## src/logic/bbg_pkg.sv

```systemverilog
package bbg_pkg;

  // ----------------------------------------------------------------
  // Serial word layout
  // ----------------------------------------------------------------
  localparam int unsigned DATA_W = 14;
  localparam int unsigned ADDR_W = 4;
  localparam int unsigned WORD_W = DATA_W + ADDR_W;
  localparam int unsigned BITCNT_W = 5;
  localparam logic [BITCNT_W-1:0] WORD_BITS = 5'h12;

  // ----------------------------------------------------------------
  // Register addresses
  // ----------------------------------------------------------------
  localparam logic [ADDR_W-1:0] ADDR_FILTER_TRIM = 4'h7;
  localparam logic [ADDR_W-1:0] ADDR_FILTER_MODE_AND_INDICATOR_SELECT = 4'h8;
  localparam logic [ADDR_W-1:0] ADDR_TRANSMIT_GAIN_SOURCE = 4'h9;
  localparam logic [ADDR_W-1:0] ADDR_TRANSMIT_GAIN_CODE = 4'hc;
  localparam logic [ADDR_W-1:0] ADDR_OUTPUT_COMMON_MODE_TRIM = 4'hf;

  // Reset value of every register
  localparam logic [DATA_W-1:0] REG_RESET = 14'h0000;

  // ----------------------------------------------------------------
  // Field positions
  // ----------------------------------------------------------------
  localparam int unsigned RX_FINE_LSB = 0;
  localparam int unsigned TX_FINE_LSB = 3;
  localparam int unsigned HP_CORNER_LSB = 12;
  localparam int unsigned COARSE_LSB = 0;
  localparam int unsigned IND_SEL_LSB = 8;
  localparam int unsigned IND_GATE_BIT = 10;
  localparam int unsigned GAIN_SRC_BIT = 10;
  localparam int unsigned GAIN_CODE_LSB = 0;
  localparam int unsigned CM_TRIM_LSB = 10;

  localparam int unsigned GAIN_W = 6;
  localparam int unsigned ATTEN_W = 6;
  localparam int unsigned PCT_W = 7;

  // Fine trim scaling
  localparam logic [PCT_W-1:0] FINE_BASE_PCT = 7'h5a;
  localparam logic [PCT_W-1:0] FINE_STEP_PCT = 7'h05;
  localparam logic [2:0] RX_FINE_MAX = 3'h4;
  localparam logic [2:0] TX_FINE_MAX = 3'h5;

  // Gain map breakpoints, attenuation in half dB
  localparam logic [GAIN_W-1:0] GAIN_TOP = 6'h3f;
  localparam logic [GAIN_W-1:0] GAIN_FINE_LOW = 6'h30;
  localparam logic [GAIN_W-1:0] GAIN_COARSE_TOP = 6'h2f;
  localparam logic [ATTEN_W-1:0] COARSE_BASE_HALF_DB = 6'h10;

  // ----------------------------------------------------------------
  // Enumerations
  // ----------------------------------------------------------------
  typedef enum logic [1:0] {
    BBG_HP_600K,
    BBG_HP_100,
    BBG_HP_4K,
    BBG_HP_30K
  } bbg_hp_t;

  typedef enum logic [1:0] {
    BBG_IND_NONE,
    BBG_IND_RSSI,
    BBG_IND_TEMP,
    BBG_IND_PDET
  } bbg_ind_t;

endpackage : bbg_pkg

```

## src/logic/bbg_wr_if.sv

```systemverilog
`timescale 1ns/1ps
// Register write strobe from serial port to register bank
interface bbg_wr_if;
  import bbg_pkg::*;
  logic wr_stb;
  logic [ADDR_W-1:0] wr_addr;
  logic [DATA_W-1:0] wr_data;
  modport src (output wr_stb, output wr_addr, output wr_data);
  modport dst (input wr_stb, input wr_addr, input wr_data);
endinterface : bbg_wr_if

```

## src/logic/bbg_gain_map.sv

```systemverilog
`timescale 1ns/1ps
module bbg_gain_map
  import bbg_pkg::*;
(
  // Gain code in
  input wire logic [GAIN_W-1:0] gain_code,
  // Attenuation below max, in half dB
  output logic [ATTEN_W-1:0] atten_half_db
);

  logic [GAIN_W-1:0] below;

  // Half-dB steps at the top, paired codes per 1 dB below [RULE13]
  always_comb
  begin
    below = '0;
    if (gain_code >= GAIN_FINE_LOW)
    begin
      atten_half_db = GAIN_TOP - gain_code;
    end
    else
    begin
      below = GAIN_COARSE_TOP - gain_code;
      atten_half_db = COARSE_BASE_HALF_DB + {below[GAIN_W-1:1], 1'b0};
    end
  end

endmodule : bbg_gain_map

```

## src/logic/bbg_serial_rx.sv

```systemverilog
`timescale 1ns/1ps
module bbg_serial_rx
  import bbg_pkg::*;
(
  // Clock and reset
  input wire logic core_clk,
  input wire logic sys_rst,
  // Synchronised serial pins
  input wire logic ser_cs_n,
  input wire logic ser_clk,
  input wire logic ser_din,
  // Write strobe out
  bbg_wr_if.src wr
);

  logic sclk_d_ff;
  logic cs_d_ff;
  logic [WORD_W-1:0] shift_ff;
  logic [BITCNT_W-1:0] cnt_ff;

  // Edge history of the synchronised pins
  always_ff @(posedge core_clk)
  begin
    if (sys_rst)
    begin
      sclk_d_ff <= 1'b0;
      cs_d_ff <= 1'b1;
    end
    else
    begin
      sclk_d_ff <= ser_clk;
      cs_d_ff <= ser_cs_n;
    end
  end

  // Shift in MSB first on each rising serial clock while selected
  always_ff @(posedge core_clk)
  begin
    if (sys_rst)
    begin
      shift_ff <= '0;
      cnt_ff <= '0;
    end
    else if (ser_cs_n)
    begin
      cnt_ff <= '0;
    end
    else if (ser_clk && !sclk_d_ff)
    begin
      shift_ff <= {shift_ff[WORD_W-2:0], ser_din};
      if (cnt_ff != WORD_BITS)
      begin
        cnt_ff <= cnt_ff + 5'h01;
      end
    end
  end

  // Commit on deselect only after a whole word or more has been shifted in; short frames are dropped
  always_ff @(posedge core_clk)
  begin
    if (sys_rst)
    begin
      wr.wr_stb <= 1'b0;
      wr.wr_addr <= '0;
      wr.wr_data <= '0;
    end
    else
    begin
      wr.wr_stb <= ser_cs_n && !cs_d_ff && (cnt_ff == WORD_BITS);
      wr.wr_addr <= shift_ff[ADDR_W-1:0];
      wr.wr_data <= shift_ff[WORD_W-1:ADDR_W];
    end
  end

endmodule : bbg_serial_rx

```

## src/logic/bbg_top.sv

```systemverilog
`timescale 1ns/1ps
// Behaviour
// RULE1: Coupling pin high forces the 600 kHz AC-coupled high-pass corner.
// RULE2: Coupling pin low uses the near-DC field: 00 100 Hz, X1 4 kHz, 10 30 kHz.
// RULE3: Coarse field sets receive lowpass 7.5, 8.5, 15 or 18 MHz.
// RULE4: Receive fine field scales the coarse corner 90 to 110 percent.
// RULE5: Common-mode field trims receive output level up from 1.1 V toward 1.4 V.
// RULE6: Indicator select routes strength, temperature or power detector.
// RULE7: Gating bit clear with pin low gives no output, otherwise the source is output.
// RULE8: Strength source is output only in receive mode.
// RULE9: Transmitter enabled only with direction pin high and shutdown pin high.
// RULE10: Coarse field sets transmit lowpass 8, 11, 16.5 or 22.5 MHz.
// RULE11: Transmit fine field scales 90 to 115 percent, higher codes unused.
// RULE12: Transmit gain is a six-bit code from the register or the gain pins.
// RULE13: Gain codes 63 to 48 step 0.5 dB, lower codes pair per 1 dB down to 31 dB.
// RULE14: Source bit clear picks the gain pins, set picks the register code.
// RULE15: Receiver enabled only with direction pin low and shutdown pin high.
// RULE16: Fields hold their last write and reset to zero.
module bbg_top
  import bbg_pkg::*;
(
  // Clock and reset
  input wire logic core_clk,
  input wire logic sys_rst,
  // Three-wire serial port
  input wire logic ser_cs_n,
  input wire logic ser_clk,
  input wire logic ser_din,
  // Mode and gain pins
  input wire logic coupling_select_pin,
  input wire logic direction_select_pin,
  input wire logic shutdown_pin,
  input wire logic [GAIN_W-1:0] parallel_gain_pins,
  // Path enables
  output logic rx_enable,
  output logic tx_enable,
  // Receive filter settings
  output bbg_hp_t rx_hp_corner,
  output logic [1:0] rx_lpf_coarse,
  output logic [PCT_W-1:0] rx_lpf_fine_pct,
  output logic [1:0] rx_cm_trim,
  // Transmit filter settings
  output logic [1:0] tx_lpf_coarse,
  output logic [PCT_W-1:0] tx_lpf_fine_pct,
  output logic tx_fine_unused,
  // Strength indicator routing
  output bbg_ind_t indicator_source,
  // Transmit gain
  output logic [GAIN_W-1:0] tx_gain_code,
  output logic [ATTEN_W-1:0] tx_atten_half_db
);

  // ----------------------------------------------------------------
  // Pin synchronisers
  // ----------------------------------------------------------------
  localparam int unsigned NSYNC = 6 + GAIN_W;

  logic [NSYNC-1:0] sync1_ff;
  logic [NSYNC-1:0] sync2_ff;
  logic cs_s;
  logic sclk_s;
  logic din_s;
  logic hp_pin_s;
  logic dir_pin_s;
  logic shutdown_pin_s;
  logic [GAIN_W-1:0] gain_pins_s;

  // Two stages on every pin; pins idle deselected and shut down
  always_ff @(posedge core_clk)
  begin
    if (sys_rst)
    begin
      sync1_ff <= {{GAIN_W{1'b0}}, 6'h01};
      sync2_ff <= {{GAIN_W{1'b0}}, 6'h01};
    end
    else
    begin
      sync1_ff <= {parallel_gain_pins, shutdown_pin, direction_select_pin,
                   coupling_select_pin, ser_din, ser_clk, ser_cs_n};
      sync2_ff <= sync1_ff;
    end
  end

  assign cs_s = sync2_ff[0];
  assign sclk_s = sync2_ff[1];
  assign din_s = sync2_ff[2];
  assign hp_pin_s = sync2_ff[3];
  assign dir_pin_s = sync2_ff[4];
  assign shutdown_pin_s = sync2_ff[5];
  assign gain_pins_s = sync2_ff[NSYNC-1:6];

  // ----------------------------------------------------------------
  // Serial port
  // ----------------------------------------------------------------
  bbg_wr_if wr_bus ();

  bbg_serial_rx u_serial_rx (
    .core_clk(core_clk),
    .sys_rst(sys_rst),
    .ser_cs_n(cs_s),
    .ser_clk(sclk_s),
    .ser_din(din_s),
    .wr(wr_bus)
  );

  // ----------------------------------------------------------------
  // Register bank
  // ----------------------------------------------------------------
  logic [DATA_W-1:0] filter_trim_ff;
  logic [DATA_W-1:0] filter_mode_ff;
  logic [DATA_W-1:0] gain_source_ff;
  logic [DATA_W-1:0] gain_code_ff;
  logic [DATA_W-1:0] cm_trim_ff;

  // Each register holds until a write to its own address [RULE16]
  always_ff @(posedge core_clk)
  begin
    if (sys_rst)
    begin
      filter_trim_ff <= REG_RESET;
      filter_mode_ff <= REG_RESET;
      gain_source_ff <= REG_RESET;
      gain_code_ff <= REG_RESET;
      cm_trim_ff <= REG_RESET;
    end
    else if (wr_bus.wr_stb)
    begin
      // Other addresses belong to sections outside this block
      if (wr_bus.wr_addr == ADDR_FILTER_TRIM)
      begin
        filter_trim_ff <= wr_bus.wr_data;
      end
      else if (wr_bus.wr_addr == ADDR_FILTER_MODE_AND_INDICATOR_SELECT)
      begin
        filter_mode_ff <= wr_bus.wr_data;
      end
      else if (wr_bus.wr_addr == ADDR_TRANSMIT_GAIN_SOURCE)
      begin
        gain_source_ff <= wr_bus.wr_data;
      end
      else if (wr_bus.wr_addr == ADDR_TRANSMIT_GAIN_CODE)
      begin
        gain_code_ff <= wr_bus.wr_data;
      end
      else if (wr_bus.wr_addr == ADDR_OUTPUT_COMMON_MODE_TRIM)
      begin
        cm_trim_ff <= wr_bus.wr_data;
      end
    end
  end

  // ----------------------------------------------------------------
  // Field extraction
  // ----------------------------------------------------------------
  logic [1:0] hp_field;
  logic [1:0] coarse_field;
  logic [2:0] rx_fine_field;
  logic [2:0] tx_fine_field;
  logic [1:0] ind_sel_field;
  logic ind_gate_bit;
  logic gain_src_bit;

  assign hp_field = filter_trim_ff[HP_CORNER_LSB +: 2];
  assign rx_fine_field = filter_trim_ff[RX_FINE_LSB +: 3];
  assign tx_fine_field = filter_trim_ff[TX_FINE_LSB +: 3];
  assign coarse_field = filter_mode_ff[COARSE_LSB +: 2];
  assign ind_sel_field = filter_mode_ff[IND_SEL_LSB +: 2];
  assign ind_gate_bit = filter_mode_ff[IND_GATE_BIT];
  assign gain_src_bit = gain_source_ff[GAIN_SRC_BIT];

  // Fine code to percent of coarse corner, clamped at the top code
  function automatic logic [PCT_W-1:0] bbg_fine_pct(input logic [2:0] code,
                                                   input logic [2:0] top);
    logic [2:0] c;
    c = (code > top) ? top : code;
    return FINE_BASE_PCT + PCT_W'(c * FINE_STEP_PCT);
  endfunction : bbg_fine_pct

  // ----------------------------------------------------------------
  // Path enables
  // ----------------------------------------------------------------
  logic nxt_rx_en;
  logic nxt_tx_en;
  logic rx_en_ff;
  logic tx_en_ff;

  assign nxt_rx_en = !dir_pin_s && shutdown_pin_s; // [RULE15]
  assign nxt_tx_en = dir_pin_s && shutdown_pin_s; // [RULE9]

  // Enables registered so they never glitch across a pin change
  always_ff @(posedge core_clk)
  begin
    if (sys_rst)
    begin
      rx_en_ff <= 1'b0;
      tx_en_ff <= 1'b0;
    end
    else
    begin
      rx_en_ff <= nxt_rx_en;
      tx_en_ff <= nxt_tx_en;
    end
  end

  assign rx_enable = rx_en_ff;
  assign tx_enable = tx_en_ff;

  // ----------------------------------------------------------------
  // Receive filter decode
  // ----------------------------------------------------------------
  bbg_hp_t nxt_hp;
  bbg_hp_t hp_ff;

  // Pin overrides the near-DC field entirely
  always_comb
  begin
    if (hp_pin_s)
    begin
      nxt_hp = BBG_HP_600K; // [RULE1]
    end
    else if (hp_field[0])
    begin
      nxt_hp = BBG_HP_4K; // [RULE2]
    end
    else if (hp_field[1])
    begin
      nxt_hp = BBG_HP_30K; // [RULE2]
    end
    else
    begin
      nxt_hp = BBG_HP_100; // [RULE2]
    end
  end

  logic [1:0] rx_coarse_ff;
  logic [PCT_W-1:0] rx_fine_ff;
  logic [1:0] cm_ff;

  always_ff @(posedge core_clk)
  begin
    if (sys_rst)
    begin
      hp_ff <= BBG_HP_100;
      rx_coarse_ff <= 2'h0;
      rx_fine_ff <= FINE_BASE_PCT;
      cm_ff <= 2'h0;
    end
    else
    begin
      hp_ff <= nxt_hp;
      rx_coarse_ff <= coarse_field; // [RULE3]
      rx_fine_ff <= bbg_fine_pct(rx_fine_field, RX_FINE_MAX); // [RULE4]
      cm_ff <= cm_trim_ff[CM_TRIM_LSB +: 2]; // [RULE5]
    end
  end

  assign rx_hp_corner = hp_ff;
  assign rx_lpf_coarse = rx_coarse_ff;
  assign rx_lpf_fine_pct = rx_fine_ff;
  assign rx_cm_trim = cm_ff;

  // ----------------------------------------------------------------
  // Transmit filter decode
  // ----------------------------------------------------------------
  logic [1:0] tx_coarse_ff;
  logic [PCT_W-1:0] tx_fine_ff;
  logic tx_unused_ff;

  // Unused fine codes hold the 115 percent setting and are flagged
  always_ff @(posedge core_clk)
  begin
    if (sys_rst)
    begin
      tx_coarse_ff <= 2'h0;
      tx_fine_ff <= FINE_BASE_PCT;
      tx_unused_ff <= 1'b0;
    end
    else
    begin
      tx_coarse_ff <= coarse_field; // [RULE10]
      tx_fine_ff <= bbg_fine_pct(tx_fine_field, TX_FINE_MAX); // [RULE11]
      tx_unused_ff <= tx_fine_field > TX_FINE_MAX; // [RULE11]
    end
  end

  assign tx_lpf_coarse = tx_coarse_ff;
  assign tx_lpf_fine_pct = tx_fine_ff;
  assign tx_fine_unused = tx_unused_ff;

  // ----------------------------------------------------------------
  // Strength indicator routing
  // ----------------------------------------------------------------
  bbg_ind_t nxt_ind;
  bbg_ind_t ind_ff;

  // Select code 11 has no source and reads as no signal
  always_comb
  begin
    if (!ind_gate_bit && !hp_pin_s)
    begin
      nxt_ind = BBG_IND_NONE; // [RULE7]
    end
    else if (ind_sel_field == 2'h0)
    begin
      nxt_ind = nxt_rx_en ? BBG_IND_RSSI : BBG_IND_NONE; // [RULE6] [RULE8]
    end
    else if (ind_sel_field == 2'h1)
    begin
      nxt_ind = BBG_IND_TEMP; // [RULE6]
    end
    else if (ind_sel_field == 2'h2)
    begin
      nxt_ind = BBG_IND_PDET; // [RULE6]
    end
    else
    begin
      nxt_ind = BBG_IND_NONE;
    end
  end

  always_ff @(posedge core_clk)
  begin
    if (sys_rst)
    begin
      ind_ff <= BBG_IND_NONE;
    end
    else
    begin
      ind_ff <= nxt_ind;
    end
  end

  assign indicator_source = ind_ff;

  // ----------------------------------------------------------------
  // Transmit gain
  // ----------------------------------------------------------------
  logic [GAIN_W-1:0] nxt_gain;
  logic [GAIN_W-1:0] gain_ff;
  logic [ATTEN_W-1:0] nxt_atten;
  logic [ATTEN_W-1:0] atten_ff;

  // Pins when clear, register when set [RULE14] [RULE12]
  assign nxt_gain = gain_src_bit ? gain_code_ff[GAIN_CODE_LSB +: GAIN_W] : gain_pins_s;

  bbg_gain_map u_gain_map (
    .gain_code(nxt_gain),
    .atten_half_db(nxt_atten)
  );

  // Code and attenuation registered together so they agree from the first edge after reset
  always_ff @(posedge core_clk)
  begin
    if (sys_rst)
    begin
      gain_ff <= '0;
      atten_ff <= '0;
    end
    else
    begin
      gain_ff <= nxt_gain;
      atten_ff <= nxt_atten; // [RULE13]
    end
  end

  assign tx_gain_code = gain_ff;
  assign tx_atten_half_db = atten_ff;

endmodule : bbg_top

```

## config.mk

```make
export PLATFORM = sky130hd
export DESIGN_NAME = bbg_top
export DESIGN_NICKNAME = d
export VERILOG_FILES = /design/src/logic/bbg_pkg.sv /design/src/logic/bbg_wr_if.sv /design/src/logic/bbg_gain_map.sv /design/src/logic/bbg_serial_rx.sv /design/src/logic/bbg_top.sv
export SDC_FILE = /design/constraint.sdc
export NUM_CORES = 1
export LEC_CHECK = 0
export BUFFER_PORTS_ARGS = -buffer_cell sky130_fd_sc_hd__buf_2
export CORE_MARGIN = 3
export CORE_UTILIZATION = 64
export CTS_BUF_LIST = sky130_fd_sc_hd__clkbuf_4 sky130_fd_sc_hd__clkbuf_8
export DETAILED_ROUTE_END_ITERATION = 7
export PLACE_DENSITY_LB_ADDON = 0.3
export SLEW_MARGIN = 20
export SYNTH_ARGS = -nofsm -noshare
export SYNTH_HDL_FRONTEND = slang
export SYNTH_HIERARCHICAL = 1
export SYNTH_SLANG_ARGS = --single-unit
```

## constraint.sdc

```tcl
create_clock -name core_clk -period 3.2 [get_ports core_clk]
set_input_delay 0.64 -clock core_clk [delete_from_list [all_inputs] [get_ports core_clk]]
set_output_delay 0.64 -clock core_clk [all_outputs]
set_load 0.01 [all_outputs]
```

==> flow_summary.toml, run 1 <==
[final_layout]
area_growth_pct = 14.7
finalNetCount = 470
final_cell_mix = "125 x dfxtp_1, 63 x nor2b_1, 52 x buf_2"
layout_commonest_cell = "dfxtp_1"
area.sequential_um2 = 2500
multi_input_area_um2 = 1720
instances_no_fill = 527
nFillCells = 431
drive_gt1_frac = 0.238
antennaDiodeCount = 0
fin_util = 0.776

[global_route]
grt_pass1_wl_um = 11800
antenna_found_initial = 0
gr-usage-met3 = 0.0698
grt_overflow = 0
track_usage = 0.198
grt_pass1_vias = 2578
met1_usage = 0.237
grt_start_max_net_pins = 67
gr-max-usage-layer = "met2"
met2_usage = 0.321

[logic_synthesis]
synth_nets = 419
synthCells = 388
ys_warn_count = 6
syn_avg_cell_area_um2 = 11.3
synth.cell_area_um2 = 4400

[floorplanning]
die_h_um = 88.9
io_pins = 53
core_region_area_um2 = 6490
rows = 29
dieWidth_um = 88.9
dieArea_um2 = 7900
start_util = 0.677

[clock_tree]
clk_root_buffer_cell = "clkbuf_8"
h-tree-depth = 4
cts_hold_buffers = 0
clk_pin_slew_ps = 60
cts_buffer_depth = 2
cts_tree = "yes"
cts_buffers = 17
cts.sink_count = 125
post_cts_buffers = 0
cts.repair.resized = 0
clkLatencyLatePin_ps = 410

[sta]
tightest_slew_ps = 816
rsz0062_at_grt = "false"
fin_crit_ps = 1830
finalHoldViolCount = 0
tns_ps = 0
slew_headroom = 0.456
slew_violations = 0
min_period_over_period = 0.571
max_freq_mhz = 547
skew_ps = 5.83
final-setup-viol-count = 0

[worst_setup_path]
rrSetupSlack_ps = 1370
worstSetupStartpointType = "flop"
r2r_cells = 8
worstPathMaxFanout = 5
crit_required_ps = 3460
startpoint = "filter_trim_ff[5]$_SDFFE_PP0P_"
critical_path.reg2reg.endpoint = "tx_lpf_fine_pct[5]$_SDFF_PP0_"
cp-end-kind = "flop"
cp.arrival_ps = 2090
path_class = "flop to flop"
r2r_start = "filter_trim_ff[5]$_SDFFE_PP0P_"
endpoint = "tx_lpf_fine_pct[5]$_SDFF_PP0_"

[placed_design]
dp_cells = 497
place_congestion = 0.785
portBuffers = 52
dp_hpwl_um = 4620

[hold_path]
hold_path_class = "flop to flop"
hold_path_depth = 1

[pwr]
power_mw = 2.97
power_density_nw_per_um2 = 588
p_leak_nw = 2.14
irDropWorstVdd_v = 0.000386

[route]
drt-initial-drc-count = 121
ant_nets = 0
drc = 0
dr_total_vias = 2668
wl_per_cell_um = 13.2
viasPerCell = 5.06
drt-pass1-iter-count = 5
postRouteWirelength_um = 6940

[run]
cap_violations = 0

[status]
status = "complete, no violations"
==> routing by layer <==
layer  wire (um)  up-vias
li1            -     1389
met1        3100     1215
met2        3430       54
met3         305       10
met4         101        0
met5           0        -
==> critical path, stage by stage, from the launching register on <==
cell,delay [ps]
dfxtp_1,350
nand2_1,110
nand2b_1,90
ha_1,210
ha_1,190
ha_1,320
a31oi_1,220
xnor2_1,140
nor2_1,50
==> area by class of cell <==
type / count / area share
clock buffer: 23 / 0.0578
clock inverter: 7 / 0.0179
inverter: 15 / 0.0112
multi-input combinational: 227 / 0.342
sequential: 125 / 0.497
tap: 77 / 0.0191
timing repair buffer: 53 / 0.0556
==> sequential cells by signal, summed over array words and instances (netlist names), 4 cells and up <==
signal                  cells
filter_mode_ff              5
filter_trim_ff              8
gain_code_ff                6
rx_lpf_fine_pct             7
sync1_ff                   12
sync2_ff                   12
tx_atten_half_db            6
tx_gain_code                6
tx_lpf_fine_pct             7
u_serial_rx/cnt_ff          5
u_serial_rx/shift_ff       18
u_serial_rx/wr.wr_addr      4
u_serial_rx/wr.wr_data     12
==> report_power, final <==
group	switching, mW	total (mW)	internal [mW]
Sequential	0.00832	1.59	1.58
Combinational	0.0387	0.0784	0.0398
Clock	0.541	1.30	0.755
Total	0.588	2.97	2.38
==> through the flow <==
stage	hold WS (ps)	cell area, um2	setup WS, ps
2_1_floorplan	374	4400	1540
5_1_grt	379	5040	1260
4_1_cts	385	5040	1390
6_report	409	5040	1370
3_3_place_gp	385	4660	1210
3_5_place_dp	397	4660	1170
==> worst min-delay path by stage <==
stage / startpoint / endpoint
2_1_floorplan: u_serial_rx/cs_d_ff$_SDFF_PP1_ / u_serial_rx/wr.wr_stb$_SDFF_PP0_
3_3_place_gp: u_serial_rx/cs_d_ff$_SDFF_PP1_ / u_serial_rx/wr.wr_stb$_SDFF_PP0_
3_5_place_dp: sync1_ff[0]$_SDFF_PP1_ / sync2_ff[0]$_SDFF_PP1_
4_1_cts: ser_cs_n / sync1_ff[0]$_SDFF_PP1_
5_1_grt: ser_cs_n / sync1_ff[0]$_SDFF_PP1_
6_report: sync1_ff[0]$_SDFF_PP1_ / sync2_ff[0]$_SDFF_PP1_
No activity file was read; power rests on OpenSTA's default activity.
==> run 2, diff against run 1 <==
CORE_UTILIZATION = 54   (was 64)
clock period = 1.6 ns   (was 3.2 ns; I/O delays follow)
==> run 2 against run 1 <==
Compared with the run above: hold slack lost 320 ps; critical path depth is the same; combinational power grew 120%; largest power group unchanged.
==> flow_summary.toml, run 2 (synthesis results as in run 1) <==
[worst_setup_path]
path_class = "flop to flop"
worstPathMaxFanout = 4
cp-end-kind = "flop"
crit_required_ps = 1910
crit_slowest_cell = "dfxtp_4"
path_cells = "inv_6 -> nand2_4 -> ha_4 -> inv_2 -> ha_4 -> a21oi_1 -> o21ai_1 -> nand2b_1"
cp.arrival_ps = 1890
worstSetupStartpointType = "flop"
critical_path.reg2reg.endpoint = "tx_lpf_fine_pct[6]$_SDFF_PP1_"
critPathMaxStageDelay_ps = 380
rrSetupSlack_ps = 20
crit_top_cell = "ha_4"
r2r_cells = 8
r2r_start = "filter_trim_ff[5]$_SDFFE_PP0P_"

[clock_tree]
clk_root_buffer_cell = "clkbuf_8"
cts.sink_count = 125
cts_buffer_depth = 2
cts_buffers = 17
clk_pin_slew_ps = 70
clkLatencyLatePin_ps = 420
h-tree-depth = 4
cts_tree = "yes"
cts_hold_buffers = 0

[global_route]
grt_start_max_net_pins = 43
grt_overflow = 0
grt_pass1_vias = 2655
met1_usage = 0.190
met2_usage = 0.268
gr-usage-met3 = 0.0579
gr-max-usage-layer = "met2"
antenna_found_initial = 0
grt_pass1_wl_um = 11500
track_usage = 0.162

[route]
postRouteWirelength_um = 7400
viasPerCell = 4.89
ant_nets = 0
dr_total_vias = 2770
drt-pass1-iter-count = 4
drt-initial-drc-count = 89
wl_per_cell_um = 13.0
drc = 0

[pwr]
irDropWorstVdd_v = 0.000706
p_leak_nw = 2.25
power_density_nw_per_um2 = 1090

[status]
status = "complete, no violations"

[sta]
tightest_slew_ps = 379
slew_headroom = 0.744
min_period_over_period = 0.990
hold_slack_ps = 86.1
slew_violations = 0
skew_ps = 11.4
fin_crit_ps = 1580
final-setup-viol-count = 0
max_freq_mhz = 632
finalHoldViolCount = 0

[placed_design]
place_congestion = 0.796
dp_hpwl_um = 4630
portBuffers = 52
dpl_cell_area_um2 = 4820
dp_cells = 536

[hold_path]
hold_path_depth = 2
min_from = "ser_cs_n"
worstHoldEndpoint = "sync1_ff[0]$_SDFF_PP1_"
hold_path_class = "input port to flop"

[floorplanning]
io_pins = 53
core_region_area_um2 = 7810
rows = 32
dieArea_um2 = 9260
start_util = 0.563
die_h_um = 96.2
dieWidth_um = 96.2

[run]
cap_violations = 0

[final_layout]
final_cell_mix = "120 x dfxtp_1, 62 x nor2b_1, 52 x buf_2"
drive_gt1_frac = 0.308
fin_util = 0.686
finalNetCount = 485
top_register = "u_serial_rx/shift_ff"
area_growth_pct = 21.9
layout_commonest_cell = "dfxtp_1"
fin_area_um2 = 5360
antennaDiodeCount = 0
instances_no_fill = 567
largest_reg_flops = 18
==> run 2: power breakdown <==
group / internal [mW] / leakage [nW] / switching, mW / total [mW]
combinational: 0.0879 / 1.04 / 0.0810 / 0.169
sequential: 3.16 / 1.02 / 0.0160 / 3.18
clock: 1.37 / 0.188 / 1.12 / 2.49
total: 4.63 / 2.25 / 1.22 / 5.84
==> run 2: worst max path at each step <==
stage	slack (ps)	endpoint	start	cells past startpoint
CTS	10	rx_lpf_fine_pct[3]$_SDFF_PP1_	filter_trim_ff[0]$_SDFFE_PP0P_	5
floorplan	10	tx_lpf_fine_pct[3]$_SDFF_PP1_	filter_trim_ff[5]$_SDFFE_PP0P_	6
global placement	-20	tx_lpf_fine_pct[3]$_SDFF_PP1_	filter_trim_ff[5]$_SDFFE_PP0P_	6
global route	-40	tx_lpf_fine_pct[6]$_SDFF_PP1_	filter_trim_ff[5]$_SDFFE_PP0P_	8
detailed placement	-70	tx_lpf_fine_pct[5]$_SDFF_PP0_	filter_trim_ff[5]$_SDFFE_PP0P_	8
finish	20	tx_lpf_fine_pct[6]$_SDFF_PP1_	filter_trim_ff[5]$_SDFFE_PP0P_	8
==> run 2: per-layer routing <==
| metal | routed length (um) | vias to the layer above | part of all wire |
|---|---|---|---|
| met5 | 0 | - | 0 |
| met4 | 82 | 0 | 0.011 |
| met3 | 326 | 8 | 0.044 |
| met2 | 3860 | 56 | 0.52 |
| met1 | 3130 | 1291 | 0.42 |
| li1 | - | 1415 | - |
==> run 2: worst max-delay path: cells and delay by family (launching register included) <==
| family | cells | cell delay (ps) |
|---|---|---|
| buf+inv | 2 | 120 |
| fa+ha+maj | 2 | 560 |
| flops | 1 | 380 |
| compound gates | 2 | 260 |
| simple gates | 2 | 160 |
==> run 2: cell type report <==
class	instances	area [um2]
Sequential cell	125	2510
Fill cell	601	2450
Multi-Input combinational cell	227	1860
Timing Repair Buffer	68	434
Clock buffer	23	298
Tap cell	102	128
Clock inverter	7	65.1
Inverter	15	61.3
==> run 2: per-stage QoR <==
stage | setup slack, ps | total power, mW | setup TNS (ps)
after global routing | -40.4 | 6.06 | -52.5
after CTS | 10.6 | 5.89 | 0
after detailed placement | -73.9 | 3.42 | -230
after floorplan | 11.8 | 3.36 | 0
after global placement | -16.0 | 3.42 | -16.0
final | 16.6 | 5.84 | 0
==> run 2: what timing repair did <==
item | 4_1_cts | 5_1_grt
setup endpoints to repair | 5 | 7
buffers inserted | 0 | 1
hold endpoints to repair | 0 | 0
pin swaps | 1 | 10
gates resized for setup | 11 | 21
==> run 3, diff against run 2 <==
CORE_MARGIN = not set   (was 3)
==> run 3 against run 2 <==
Compared with the run above: die area down 8.1%; first-iteration DRC count down 27%; sequential power about the same; global-route usage up 1.6 points; register-to-register slack better by 20 ps; maximum frequency up 0.98%; hold slack worse by 4.9 ps; critical endpoint is now tx_lpf_fine_pct[5]$_SDFF_PP0_.
==> flow_summary.toml, run 3 (synthesis results as in run 1) <==
[status]
status = "complete, no violations"

[worst_setup_path]
cp-end-kind = "flop"
worstSetupStartpointType = "flop"
cp.arrival_ps = 1880
crit_required_ps = 1910
worstPathMaxFanout = 4
path_class = "flop to flop"

[global_route]
track_usage = 0.178
grt_pass1_vias = 2705
antenna_found_initial = 0
grt_overflow = 0
grt_pass1_wl_um = 11800
grt_start_max_net_pins = 41

[final_layout]
fin_util = 0.694
drive_gt1_frac = 0.322
nFillCells = 602
largest_reg_flops = 18
finalNetCount = 490
multi_input_area_um2 = 1860
area_growth_pct = 23.2
area.sequential_um2 = 2510
layout_commonest_cell = "dfxtp_1"
top_register = "u_serial_rx/shift_ff"
final_cell_mix = "120 x dfxtp_1, 61 x nor2b_1, 52 x buf_2"
antennaDiodeCount = 0

[clock_tree]
cts_tree = "yes"
cts_hold_buffers = 0
clk_pin_slew_ps = 80
cts_buffers = 17
h-tree-depth = 4
clkLatencyLatePin_ps = 420
clk_root_buffer_cell = "clkbuf_8"
cts_buffer_depth = 2
cts.sink_count = 125

[run]
cap_violations = 0

[pwr]
power_density_nw_per_um2 = 1150
irDropWorstVdd_v = 0.000831
power_mw = 6.25
p_leak_nw = 2.26

[floorplanning]
rows = 32
io_pins = 53
dieWidth_um = 92.2
die_h_um = 92.2
dieArea_um2 = 8500
start_util = 0.563
core_region_area_um2 = 7810

[route]
ant_nets = 0
postRouteWirelength_um = 7130
drt-initial-drc-count = 65
drt-pass1-iter-count = 4
dr_total_vias = 2761
drc = 0
wl_per_cell_um = 12.4
viasPerCell = 4.81

[placed_design]
place_congestion = 0.746
portBuffers = 52
dp_hpwl_um = 4540

[sta]
skew_ps = 8.98
final-setup-viol-count = 0
fin_crit_ps = 1570
tightest_slew_ps = 378
max_freq_mhz = 638
hold_slack_ps = 81.2
slew_headroom = 0.744
slew_violations = 0
min_period_over_period = 0.980
tns_ps = 0
finalHoldViolCount = 0

[hold_path]
hold_path_class = "input port to flop"
## run 3: layer usage
layer	global-route usage	vias up	part of all wire
met5	0	-	0
met4	0.0586	0	0.021
met3	0.0655	13	0.035
met2	0.307	52	0.51
met1	0.203	1255	0.44
li1	-	1441	-
## run 3: worst paths after layout
check	from	end	slack [ps]	cells after the start
worst min-delay path	ser_cs_n	sync1_ff[0]$_SDFF_PP1_	80	2
worst max register to register	filter_trim_ff[5]$_SDFFE_PP0P_	tx_lpf_fine_pct[5]$_SDFF_PP0_	30	8
worst max-delay path	filter_trim_ff[5]$_SDFFE_PP0P_	tx_lpf_fine_pct[5]$_SDFF_PP0_	30	8
worst min register to register	u_serial_rx/cs_d_ff$_SDFF_PP1_	u_serial_rx/wr.wr_stb$_SDFF_PP0_	420	1
## run 3: power by group
group          internal [mW]  total, mW  switching [mW]
clock                   1.62       2.90            1.29
combinational         0.0873      0.168          0.0808
sequential              3.16       3.18          0.0164
total                   4.86       6.25            1.38
## run 3: cell type report
class	count	share of cell area
flip-flops and latches	125	0.464
multi-input cells	227	0.343
repair buffers	73	0.0795
clock buffers	18	0.0457
clock inverters	14	0.0337
well taps	102	0.0236
inverters	15	0.0109
## run 3: critical path, stage by stage, from the launching register on
cell      delay (ps)
dfxtp_2          390
nand2_2           90
nand2b_4          90
ha_4             210
ha_4             170
buf_4            130
a31oi_2          190
xnor2_1          140
nor2_1            50
## run 3: through the flow
stage               instances  worst slack (ps)  area, um2
global placement          539             -15.9       4820
CTS                       572             -13.6       5290
floorplan                 388              11.8       4400
detailed placement        539             -82.6       4820
finish                    574              32.0       5420
global route              574             -26.3       5420
## run 3: repair_timing
item,in CTS,in global routing
buffers inserted,1,2
resized for setup,9,22
endpoints found under the setup margin,5,8
pin swaps,3,2
